## config.mk

```make
export PLATFORM = sky130hd
export DESIGN_NAME = legacy_stack_descriptor_unit
export DESIGN_NICKNAME = d
export VERILOG_FILES = /design/src/stack_unit_pkg.sv /design/src/mem_port_if.sv /design/src/descriptor_decode.sv /design/src/legacy_stack_descriptor_unit.sv
export SDC_FILE = /design/constraint.sdc
export NUM_CORES = 1
export LEC_CHECK = 0
export ABC_AREA = 1
export BUFFER_PORTS_ARGS = -buffer_cell sky130_fd_sc_hd__buf_4
export CAP_MARGIN = 5
export CORE_MARGIN = 2
export CORE_UTILIZATION = 35
export CTS_CLUSTER_DIAMETER = 30
export DETAILED_ROUTE_END_ITERATION = 7
export PLACE_DENSITY = 0.56
export RECOVER_POWER = 25
export SLEW_MARGIN = 20
export SYNTH_ARGS = -nofsm -noshare
export SYNTH_HDL_FRONTEND = slang
export SYNTH_SLANG_ARGS = --single-unit
```

## constraint.sdc

```tcl
create_clock -name sys_clk -period 9.65 [get_ports sys_clk]
set_input_delay 2.895 -clock sys_clk [delete_from_list [all_inputs] [get_ports sys_clk]]
set_output_delay 2.895 -clock sys_clk [all_outputs]
set_load 0.02 [all_outputs]
```

## src/stack_unit_pkg.sv

```systemverilog
`default_nettype none
package stack_unit_pkg;
  // stack operation commands
  typedef enum logic [3:0] {
    OP_NONE,
    OP_PUSH_SEL,
    OP_POP_SEL,
    OP_PUSH_ERR,
    OP_FAR_CALL,
    OP_RET_GATE16,
    OP_POP_MEM,
    OP_WRITE_CTRL
  } stack_op_t;

  localparam int SELECTOR_BYTES = 2;
  localparam int ERROR_CODE_BYTES = 4;
  localparam logic [31:0] SP_RESET = 32'h0000_0000;
  localparam logic [31:0] CTRL_RESET = 32'h0000_0000;
  localparam int PAGING_BIT = 31;
  localparam logic [15:0] LIMIT16_MAX = 16'hFFFF;
  localparam int DESC_LIMIT_LO = 0;
  localparam int DESC_BASE_LO = 16;
  localparam int DESC_RSVD_WORD = 48;
  localparam int DESC_SIZE_FLAG = 54;
  localparam int DESC_GRAN_FLAG = 55;
  localparam int DESC_LIMIT_HI = 48;
  localparam int DESC_BASE_HI = 56;
  localparam int SERIALIZE_CYCLES = 2;
endpackage : stack_unit_pkg
`default_nettype wire

```

## src/mem_port_if.sv

```systemverilog
`timescale 1ns/1ns
`default_nettype none
interface mem_port_if;
  logic req;
  logic wr;
  logic [31:0] addr;
  logic [31:0] wdata;
  logic [3:0] byteEn;
  logic done;
  logic fault;
  logic [31:0] rdata;
  modport master(output req, wr, addr, wdata, byteEn, input done, fault, rdata);
  modport slave(input req, wr, addr, wdata, byteEn, output done, fault, rdata);
endinterface : mem_port_if
`default_nettype wire

```

## src/descriptor_decode.sv

```systemverilog
`timescale 1ns/1ns
`default_nettype none
module descriptor_decode
  import stack_unit_pkg::*;
(
  input wire logic [63:0] desc, // raw descriptor
  output logic [31:0] base, // linear base
  output logic [31:0] limitBytes, // limit in bytes
  output logic bigFlag // 32-bit size flag
);
  logic legacy;
  logic [19:0] rawLimit;
  assign legacy = (desc[DESC_RSVD_WORD +: 16] == 16'h0000);
  assign rawLimit = {desc[DESC_LIMIT_HI +: 4], desc[DESC_LIMIT_LO +: 16]};
  assign base = legacy ? {8'h00, desc[DESC_BASE_LO +: 24]}
                       : {desc[DESC_BASE_HI +: 8], desc[DESC_BASE_LO +: 24]};
  assign limitBytes = legacy ? {16'h0000, desc[DESC_LIMIT_LO +: 16]}
                    : desc[DESC_GRAN_FLAG] ? {rawLimit, 12'hFFF} : {12'h000, rawLimit};
  assign bigFlag = legacy ? 1'b0 : desc[DESC_SIZE_FLAG];
endmodule : descriptor_decode
`default_nettype wire

```

## src/legacy_stack_descriptor_unit.sv

```systemverilog
`timescale 1ns/1ns
`default_nettype none
module legacy_stack_descriptor_unit
  import stack_unit_pkg::*;
#(
  parameter bit ALT_VARIANT = 1'b0 // alternative selector access variant
)(
  input wire logic sys_clk, // core clock
  input wire logic rst, // async reset, high
  input wire logic clkEn, // freezes all state when low
  input wire stack_op_t opCode, // operation
  input wire logic opStart, // start pulse
  input wire logic opSize32, // 32-bit operand size
  input wire logic [31:0] opData, // selector, error code, control value
  input wire logic [31:0] memOffset, // scaled index plus displacement
  input wire logic targetOk, // far call target check result
  input wire logic [63:0] ssDesc, // stack descriptor
  input wire logic [63:0] csDesc, // code or data descriptor
  input wire logic sysDesc32, // system descriptor is 32-bit form
  input wire logic memDone, // memory done
  input wire logic memFault, // memory fault
  input wire logic [31:0] memRdata, // memory read data
  output logic memReq, // memory request
  output logic memWr, // write when high
  output logic [31:0] memAddr, // stack offset
  output logic [31:0] memWdata, // write data
  output logic [3:0] memByteEn, // byte enables
  output logic [31:0] stack_pointer, // full pointer
  output logic [15:0] selOut, // popped selector
  output logic selValid, // selector pulse
  output logic paging_on_flag, // paging enabled
  output logic [31:0] control_word_zero, // control register
  output logic busy, // operation in flight
  output logic opFault, // fault pulse
  output logic [31:0] ssBase, // stack base
  output logic [31:0] ssLimit, // stack limit
  output logic code32, // code/data 32-bit
  output logic gate32 // system descriptor 32-bit
);
  // ****************************************
  // descriptors and memory carrier
  // ****************************************
  typedef enum {S_IDLE, S_CHECK, S_MEM, S_SERIAL} state_t;
  state_t state;
  mem_port_if mp();
  logic stack32;
  logic [31:0] csBase;
  logic [31:0] csLimit;
  logic [31:0] savedSp;
  stack_op_t curOp;
  logic curSize32;
  logic [31:0] curData;
  logic [31:0] curOffset;
  logic [1:0] serialCnt;
  logic [1:0] callPush;

  descriptor_decode ssDec (
    .desc(ssDesc),
    .base(ssBase),
    .limitBytes(ssLimit),
    .bigFlag(stack32)
  );
  descriptor_decode csDec (
    .desc(csDesc),
    .base(csBase),
    .limitBytes(csLimit),
    .bigFlag(code32)
  );
  assign gate32 = sysDesc32;

  assign mp.done = memDone;
  assign mp.fault = memFault;
  assign mp.rdata = memRdata;
  assign memReq = mp.req;
  assign memWr = mp.wr;
  assign memAddr = mp.addr;
  assign memWdata = mp.wdata;
  assign memByteEn = mp.byteEn;
  assign busy = (state != S_IDLE);

  // ****************************************
  // pointer arithmetic
  // ****************************************
  function automatic logic [31:0] moveSp(input logic [31:0] sp, input logic [31:0] delta,
                                         input logic big);
    logic [15:0] low;
    low = sp[15:0] + delta[15:0];
    moveSp = big ? sp + delta : {sp[31:16], low};
  endfunction : moveSp

  function automatic logic [31:0] slotAddr(input logic [31:0] sp, input logic big);
    slotAddr = big ? sp : {16'h0000, sp[15:0]};
  endfunction : slotAddr

  logic [31:0] opStep;
  assign opStep = curSize32 ? 32'h0000_0004 : 32'h0000_0002;

  // ****************************************
  // sequencer
  // ****************************************
  always_ff @(posedge sys_clk or posedge rst) begin
    if (rst) begin
      state <= S_IDLE;
      curOp <= OP_NONE;
      curSize32 <= 1'b0;
      curData <= 32'h0000_0000;
      curOffset <= 32'h0000_0000;
      savedSp <= SP_RESET;
      stack_pointer <= SP_RESET;
      serialCnt <= 2'h0;
      callPush <= 2'h0;
      mp.req <= 1'b0;
      mp.wr <= 1'b0;
      mp.addr <= 32'h0000_0000;
      mp.wdata <= 32'h0000_0000;
      mp.byteEn <= 4'h0;
      selOut <= 16'h0000;
      selValid <= 1'b0;
      opFault <= 1'b0;
    end else if (clkEn) begin
      selValid <= 1'b0;
      opFault <= 1'b0;
      case (state)
        S_IDLE: begin
          if (opStart) begin
            curOp <= opCode;
            curSize32 <= opSize32;
            curData <= opData;
            curOffset <= memOffset;
            savedSp <= stack_pointer;
            state <= S_CHECK;
          end
        end
        S_CHECK: begin
          state <= S_MEM;
          mp.req <= 1'b1;
          case (curOp)
            OP_PUSH_SEL: begin
              stack_pointer <= moveSp(stack_pointer, -opStep, stack32);
              mp.addr <= slotAddr(moveSp(stack_pointer, -opStep, stack32), stack32);
              mp.wr <= 1'b1;
              mp.wdata <= {16'h0000, curData[15:0]};
              mp.byteEn <= (ALT_VARIANT && curSize32) ? 4'hF : 4'h3;
            end
            OP_POP_SEL, OP_RET_GATE16: begin
              mp.addr <= slotAddr(stack_pointer, stack32);
              mp.wr <= 1'b0;
              mp.byteEn <= (ALT_VARIANT && curSize32 && curOp == OP_POP_SEL) ? 4'hF : 4'h3;
            end
            OP_POP_MEM: begin
              // read source slot first
              mp.addr <= slotAddr(stack_pointer, stack32);
              mp.wr <= 1'b0;
              mp.byteEn <= curSize32 ? 4'hF : 4'h3;
            end
            OP_PUSH_ERR: begin
              stack_pointer <= moveSp(stack_pointer, 32'hFFFF_FFFC, stack32);
              mp.addr <= slotAddr(moveSp(stack_pointer, 32'hFFFF_FFFC, stack32), stack32);
              mp.wr <= 1'b1;
              mp.wdata <= {16'h0000, curData[15:0]};
              mp.byteEn <= 4'hF;
            end
            OP_FAR_CALL: begin
              if (!targetOk) begin
                mp.req <= 1'b0;
                opFault <= 1'b1;
                state <= S_IDLE;
              end else begin
                callPush <= 2'h2;
                stack_pointer <= moveSp(stack_pointer, -opStep, stack32);
                mp.addr <= slotAddr(moveSp(stack_pointer, -opStep, stack32), stack32);
                mp.wr <= 1'b1;
                mp.wdata <= curData;
                mp.byteEn <= curSize32 ? 4'hF : 4'h3;
              end
            end
            OP_WRITE_CTRL: begin
              mp.req <= 1'b0;
              serialCnt <= 2'(SERIALIZE_CYCLES - 1);
              state <= S_SERIAL;
            end
            default: begin
              mp.req <= 1'b0;
              state <= S_IDLE;
            end
          endcase
        end
        S_MEM: begin
          if (mp.fault) begin
            stack_pointer <= savedSp;
            mp.req <= 1'b0;
            opFault <= 1'b1;
            state <= S_IDLE;
          end else if (mp.done) begin
            mp.req <= 1'b0;
            state <= S_IDLE;
            case (curOp)
              OP_POP_SEL: begin
                selOut <= mp.rdata[15:0];
                selValid <= 1'b1;
                stack_pointer <= moveSp(stack_pointer, opStep, stack32);
              end
              OP_RET_GATE16: begin
                stack_pointer <= {16'h0000, mp.rdata[15:0]};
              end
              OP_POP_MEM: begin
                if (!mp.wr) begin
                  stack_pointer <= moveSp(stack_pointer, opStep, stack32);
                  mp.req <= 1'b1;
                  mp.wr <= 1'b1;
                  mp.wdata <= mp.rdata;
                  mp.addr <= slotAddr(moveSp(stack_pointer, opStep, stack32), stack32)
                             + curOffset;
                  state <= S_MEM;
                end
              end
              OP_FAR_CALL: begin
                if (callPush == 2'h2) begin
                  callPush <= 2'h1;
                  stack_pointer <= moveSp(stack_pointer, -opStep, stack32);
                  mp.addr <= slotAddr(moveSp(stack_pointer, -opStep, stack32), stack32);
                  mp.wdata <= {16'h0000, curData[15:0]};
                  mp.req <= 1'b1;
                  state <= S_MEM;
                end
              end
              default: begin
              end
            endcase
          end
        end
        S_SERIAL: begin
          if (serialCnt == 2'h0) begin
            state <= S_IDLE;
          end else begin
            serialCnt <= serialCnt - 2'h1;
          end
        end
        default: begin
          state <= S_IDLE;
        end
      endcase
    end
  end

  // ****************************************
  // control register
  // ****************************************
  always_ff @(posedge sys_clk or posedge rst) begin
    if (rst) begin
      control_word_zero <= CTRL_RESET;
    end else if (clkEn && state == S_CHECK && curOp == OP_WRITE_CTRL) begin
      control_word_zero <= curData;
    end
  end
  assign paging_on_flag = control_word_zero[PAGING_BIT];

  // ****************************************
  // checks
  // ****************************************
  logic [31:0] pastSp;
  always_ff @(posedge sys_clk or posedge rst) begin
    if (rst) begin
      pastSp <= SP_RESET;
    end else if (clkEn && state == S_IDLE) begin
      pastSp <= stack_pointer;
    end
  end

  AST_PUSH_BYTES: assert property (@(posedge sys_clk) disable iff (rst)
    (mp.req && mp.wr && curOp == OP_PUSH_SEL && !ALT_VARIANT) |-> mp.byteEn == 4'h3)
    else $error("selector push touched upper bytes");
  AST_PUSH_DEC: assert property (@(posedge sys_clk) disable iff (rst)
    (clkEn && state == S_CHECK && curOp == OP_PUSH_SEL && stack32) |=>
    stack_pointer == $past(stack_pointer) - $past(opStep))
    else $error("push did not drop pointer");
  AST_POP_LOADFIRST: assert property (@(posedge sys_clk) disable iff (rst)
    (state == S_MEM && curOp == OP_POP_SEL) |-> stack_pointer == pastSp)
    else $error("pointer moved before pop load");
  AST_ERR_WORD: assert property (@(posedge sys_clk) disable iff (rst)
    (mp.req && curOp == OP_PUSH_ERR) |-> (mp.byteEn == 4'hF && mp.wdata[31:16] == 16'h0000))
    else $error("error code not full word");
  AST_CALL_NOWRITE: assert property (@(posedge sys_clk) disable iff (rst)
    (clkEn && state == S_CHECK && curOp == OP_FAR_CALL && !targetOk) |=> !mp.req)
    else $error("push after failed target check");
  AST_FAULT_RESTORE: assert property (@(posedge sys_clk) disable iff (rst)
    (clkEn && state == S_MEM && mp.fault) |=> stack_pointer == pastSp)
    else $error("pointer not restored on fault");
  AST_RET_UPPER: assert property (@(posedge sys_clk) disable iff (rst)
    (clkEn && state == S_MEM && curOp == OP_RET_GATE16 && mp.done && !mp.fault) |=>
    stack_pointer[31:16] == 16'h0000)
    else $error("upper pointer half not zero");
  AST_SP16: assert property (@(posedge sys_clk) disable iff (rst)
    (clkEn && !stack32 && curOp != OP_RET_GATE16 && !(state == S_MEM && mp.fault)) |=>
    stack_pointer[31:16] == $past(stack_pointer[31:16]))
    else $error("16-bit stack moved upper half");
  AST_LEGACY_BASE: assert property (@(posedge sys_clk) disable iff (rst)
    (ssDesc[63:48] == 16'h0000) |-> (ssBase[31:24] == 8'h00 && ssLimit[31:16] == 16'h0000))
    else $error("legacy descriptor widened");
  AST_SERIAL: assert property (@(posedge sys_clk) disable iff (rst)
    (clkEn && state == S_CHECK && curOp == OP_WRITE_CTRL) |=> busy)
    else $error("control write not serializing");

  COV_PUSH: cover property (@(posedge sys_clk) disable iff (rst)
    mp.req && mp.done && curOp == OP_PUSH_SEL);
  COV_POP: cover property (@(posedge sys_clk) disable iff (rst) selValid);
  COV_FAULT: cover property (@(posedge sys_clk) disable iff (rst) opFault);
  COV_PAGING: cover property (@(posedge sys_clk) disable iff (rst) $rose(paging_on_flag));
endmodule : legacy_stack_descriptor_unit
`default_nettype wire

```

* Word-level counts from Yosys, hierarchy flattened
Index checks and enable logic that the tools add are counted.
Word-level totals: input bits 237, output and inout bits 220, word-level logic and storage cells 171, register bits 289
Operators by class: equal/unequal tests 36, reduce and logical (&&, ||, !) cells 25, multiplexer cells 82, add/subtract/negate cells 9, bitwise logic cells 1
Operators by type and width (count):
- $mux 32 | 29
- $pmux 32 s2 | 6
- $pmux 32 s4 | 3
- $eq 32x2->1 const B | 3
- $pmux 32 s3 | 1
- $add 32x32->32 | 2
- $add 32x3->32 | 1
- $add 32x32->32 const B | 1
- $eq 32x1->1 const B | 1
- $logic_not 16->1 | 2
- $logic_not 32->1 | 1
- $neg 3->32 | 1
- $reduce_bool 32->1 | 1
- $mux 2 | 11
- $ne 2x2->1 const B | 11
- $mux 1 | 18
- $reduce_and 9->1 | 2
- $add 16x16->16 | 1
- $add 16x16->16 const B | 1
- $add 16x3->16 | 1
- $eq 4x3->1 const B | 4
- $pmux 4 s4 | 1
- $reduce_and 8->1 | 2
- $ne 3x3->1 const B | 5
- other kinds (28) | 44

* Depth between registers and ports, before layout
depth after elaboration 10, gate-level depth with buffers 28, gate-level depth less buffers 28

* By module
Synthesis repeated with hierarchy kept, for this count alone.
Second synthesis, totals: cells, all modules 2646, area total of the unflattened synthesis 18052.3 um^2
By module, submodules not included:
- legacy_stack_descriptor_unit | times used 1, sequential area each 6431.2 um^2, area each 17071.4 um^2, cells an instance 2452
- descriptor_decode | times used 2, sequential area each 0.0 um^2, area each 490.5 um^2, cells an instance 97

* Least setup slack after synthesis
No wires, ideal clock.
kind input-to-output, start input port ssDesc[55], end output port ssLimit[16], required time 6.755 ns, cell stages on the path 3, setup slack 3.113 ns, buffers on the path 1, arrival time 3.642 ns, cells stage by stage inv_1 clkbuf_1 o21ai_0
On the way: word-level cells in the longest chain between the ends 2, elaborated cells on any way between the ends 3, those cells by class mux: 2; reduce/logical: 1
RTL lines:
- start: declaration | RTL line legacy_stack_descriptor_unit.sv:17 | input wire logic [63:0] ssDesc,
- $logic_not 16->1 / $mux 32 (equally long branches) | RTL line descriptor_decode.sv:13, descriptor_decode.sv:18
- $mux 32 * | RTL line descriptor_decode.sv:17 | assign limitBytes = legacy ? {16'h0000, desc[DESC_LIMIT_LO +: 16]}
- end: declaration | RTL line legacy_stack_descriptor_unit.sv:36 | output logic [31:0] ssLimit,
Every way passes the cells marked *; elsewhere a longest branch is shown, timed or not.

==> metrics.yaml <==
tightest_slew_ns: 4.93
cts_buffer_depth: 3
violations: "max-capacitance violations, max-slew violations"
r2r_start: "state[0]$_DFFE_PP0P_"
met1_usage: 0.355
viasPerCell: 5.26
syn_to_final_growth_pct: 29.9
antenna_cells: 0
hold_class: "register to register"
pin_count: 457
grt_overflow: 0
max_clock_freq_mhz: 141
arrival_ns: 6.61
syn_inst: 2571
wl_per_cell_um: 20.4
synth_edf_count: 0
synth_async_sr_flop_share: 1.00
cts_setup_buffers: 0
cts_hold_buffers: 0
initial_utilization: 0.354
internal_power_mw: 4.95
syn_area_per_cell_um2: 6.90
rsz0062_at_grt: "no"
antenna_found_initial: 0
worstSetupStartpointType: "input port"
grt_max_degree: 189
nets: 3098
ys_types: 52
yosysSeqAreaShare: 0.363
grt_first_pass_wirelength_mm: 111
clock-root-buffer: "clkbuf_16"
cts_tree: "built"
cts_sinks: 257
netlist_area_um2: 17700
crit_type: "input port to asynchronous set/reset pin"
grt_pass1_vias: 18600
leakage_nw: 11.4
clk_latency_ns: 0.63
post_cts_resized: 0
port-buffer-count: 315
maxSlewHeadroom: -2.29
numCtsBuffers: 78
final_antenna_net_count: 0
maxCapViolations: 3
die_h_um: 229
drc: 0
firstDrtPassIters: 8
place.gp.congestion: 0.953
p_clk_frac: 0.287
p_seq_frac: 0.220
busiest_layer: "met2"
power_density_nw_per_um2: 403
die_area_um2: 52500
ys.flop_type: "dfrtp_1"
fill_cells: 5218
drv_slew: 186
worstSetupEndpointType: "asynchronous set/reset pin"
ys_warn_count: 0
finalSetupViolCount: 0
min_from: "savedSp[25]$_DFFE_PP0P_"
grtUsageMet3: 0.0748
period_minus_slack_ns: 7.11
p_sw_mw: 4.34
die-width_um: 229
finalClockSkew_ns: 0.0540
ir_drop_v: 0.000245
grtUsageTotal: 0.274
comb_power_share: 0.492
cts.htree.levels: 3
drtIter0Drc: 1645
instances_no_fill: 3555
clk_pin_slew_ns: 0.04
status: "finished, violations left"
wl_mm: 72.3
core-area_um2: 50100
use_met2: 0.425
place_hpwl_mm: 51.9
ys_ff_latch: 257
crit_start: "rst"
finalSetupTns_ns: 0
crit_required_ns: 9.15
p_sw_frac: 0.467
post-place-cells: 3409
crit_fanout: 82
num_vias: 18700
mostFrequentLayoutCells: "nand2_1, buf_4, nor2_1, dfrtp_1, inv_1"
drive_gt1_frac: 0.204
rows: 82
period_share: 0.737
hold_viol: 0
postSynthNetCount: 2851
final_common_cell: "nand2_1"
path summary, 6_finish.rpt:
check                                                endpoint  slack (ns)  cells after the start
worst max-delay path            stack_pointer[23]$_DFFE_PP0P_        2.54                      3
worst min-delay path                  savedSp[25]$_DFFE_PP0P_        0.48                      2
worst max register to register  stack_pointer[20]$_DFFE_PP0P_        5.05                     13
worst min register to register        savedSp[25]$_DFFE_PP0P_        0.48                      2
max in group sys_clk                              ssLimit[16]        2.88                      4
min in group asynchronous            curOffset[1]$_DFFE_PP0P_        3.77                      3
power by group through the flow:
| stage | combinational (mW) | clock (mW) | sequential [mW] |
|---|---|---|---|
| 2_1_floorplan | 2.84 | 0 | 2.13 |
| 3_3_place_gp | 4.48 | 0 | 2.04 |
| 3_5_place_dp | 4.52 | 0 | 2.05 |
| 4_1_cts | 4.55 | 2.71 | 2.05 |
| 5_1_grt | 5.08 | 2.77 | 2.11 |
| 6_report | 4.58 | 2.67 | 2.05 |
layer usage:
metal / wire (um) / part of all wire
met5: 0 / 0
met4: 3220 / 0.044
met3: 6610 / 0.091
met2: 32100 / 0.44
met1: 30400 / 0.42
critical path: stages:
cell	delay [ns]
clkbuf_4	0.11
clkinvlp_2	0.07
clkbuf_1	3.43
sequential cells by signal (all words and copies together), names as in the netlist, 4 cells and up:
name               cells
curData               32
memAddr               32
selOut                16
memWdata              32
curOp                  4
curOffset             32
stack_pointer         32
savedSp               32
control_word_zero     32
stage by stage:
stage	util	power, mW	setup slack (ns)	hold WS (ns)	instance area, um2
2_1_floorplan	-	4.97	3.11	0.453	17700
3_3_place_gp	0.404	6.52	2.93	0.468	20200
3_5_place_dp	0.404	6.57	2.88	0.476	20200
4_1_cts	0.460	9.31	2.88	0.486	23100
5_1_grt	0.460	9.96	1.82	0.499	23000
6_report	0.460	9.29	2.54	0.481	23000
cells in the mapped netlist (5+ instances only):
| library cell | n | share of area |
|---|---|---|
| o21ai_1 | 12 | 0.0034 |
| buf_6 | 7 | 0.0044 |
| buf_2 | 39 | 0.011 |
| o22ai_1 | 11 | 0.0039 |
| xor2_1 | 38 | 0.019 |
| nor2_1 | 309 | 0.065 |
| o21ai_0 | 162 | 0.046 |
| nand4_1 | 30 | 0.011 |
| nor2_4 | 8 | 0.0051 |
| buf_1 | 13 | 0.0028 |
| nand2_1 | 721 | 0.15 |
| buf_4 | 34 | 0.014 |
| clkbuf_1 | 69 | 0.015 |
| dfrtp_1 | 257 | 0.36 |
| a31oi_2 | 5 | 0.0035 |
| a31oi_1 | 38 | 0.013 |
| nand3_1 | 207 | 0.058 |
| o21bai_1 | 6 | 0.0025 |
| nand2_2 | 6 | 0.0021 |
| inv_1 | 232 | 0.049 |
| nor4_1 | 5 | 0.0018 |
| o211ai_1 | 15 | 0.0064 |
| a21oi_1 | 141 | 0.040 |
| or2_2 | 11 | 0.0039 |
| inv_2 | 10 | 0.0021 |
| nor3_1 | 23 | 0.0065 |
| ha_1 | 41 | 0.029 |
| mux2_2 | 62 | 0.039 |
| nor2_2 | 12 | 0.0042 |
area by class of cell:
| cell class | count | area [um2] | area share |
|---|---|---|---|
| multi-input combinational | 1908 | 9550 | 0.415 |
| clock inverter | 45 | 658 | 0.0286 |
| inverter | 244 | 918 | 0.0399 |
| sequential | 257 | 6430 | 0.279 |
| timing repair buffer | 329 | 2480 | 0.108 |
| tap | 672 | 841 | 0.0365 |
| clock buffer | 100 | 2150 | 0.0935 |
kinds of logic (layout without fill, tap and decap cells):
logic type / Yosys count / count (layout) / share of synthesized area
compound gates: 412 / 412 / 0.129
xor+xnor: 41 / 41 / 0.0203
fa+ha+maj: 43 / 43 / 0.0312
buf+inv: 406 / 718 / 0.0989
flops: 257 / 257 / 0.363
mux: 64 / 64 / 0.0405
simple gates: 1348 / 1348 / 0.318
Power figures use the tool's default switching activity.
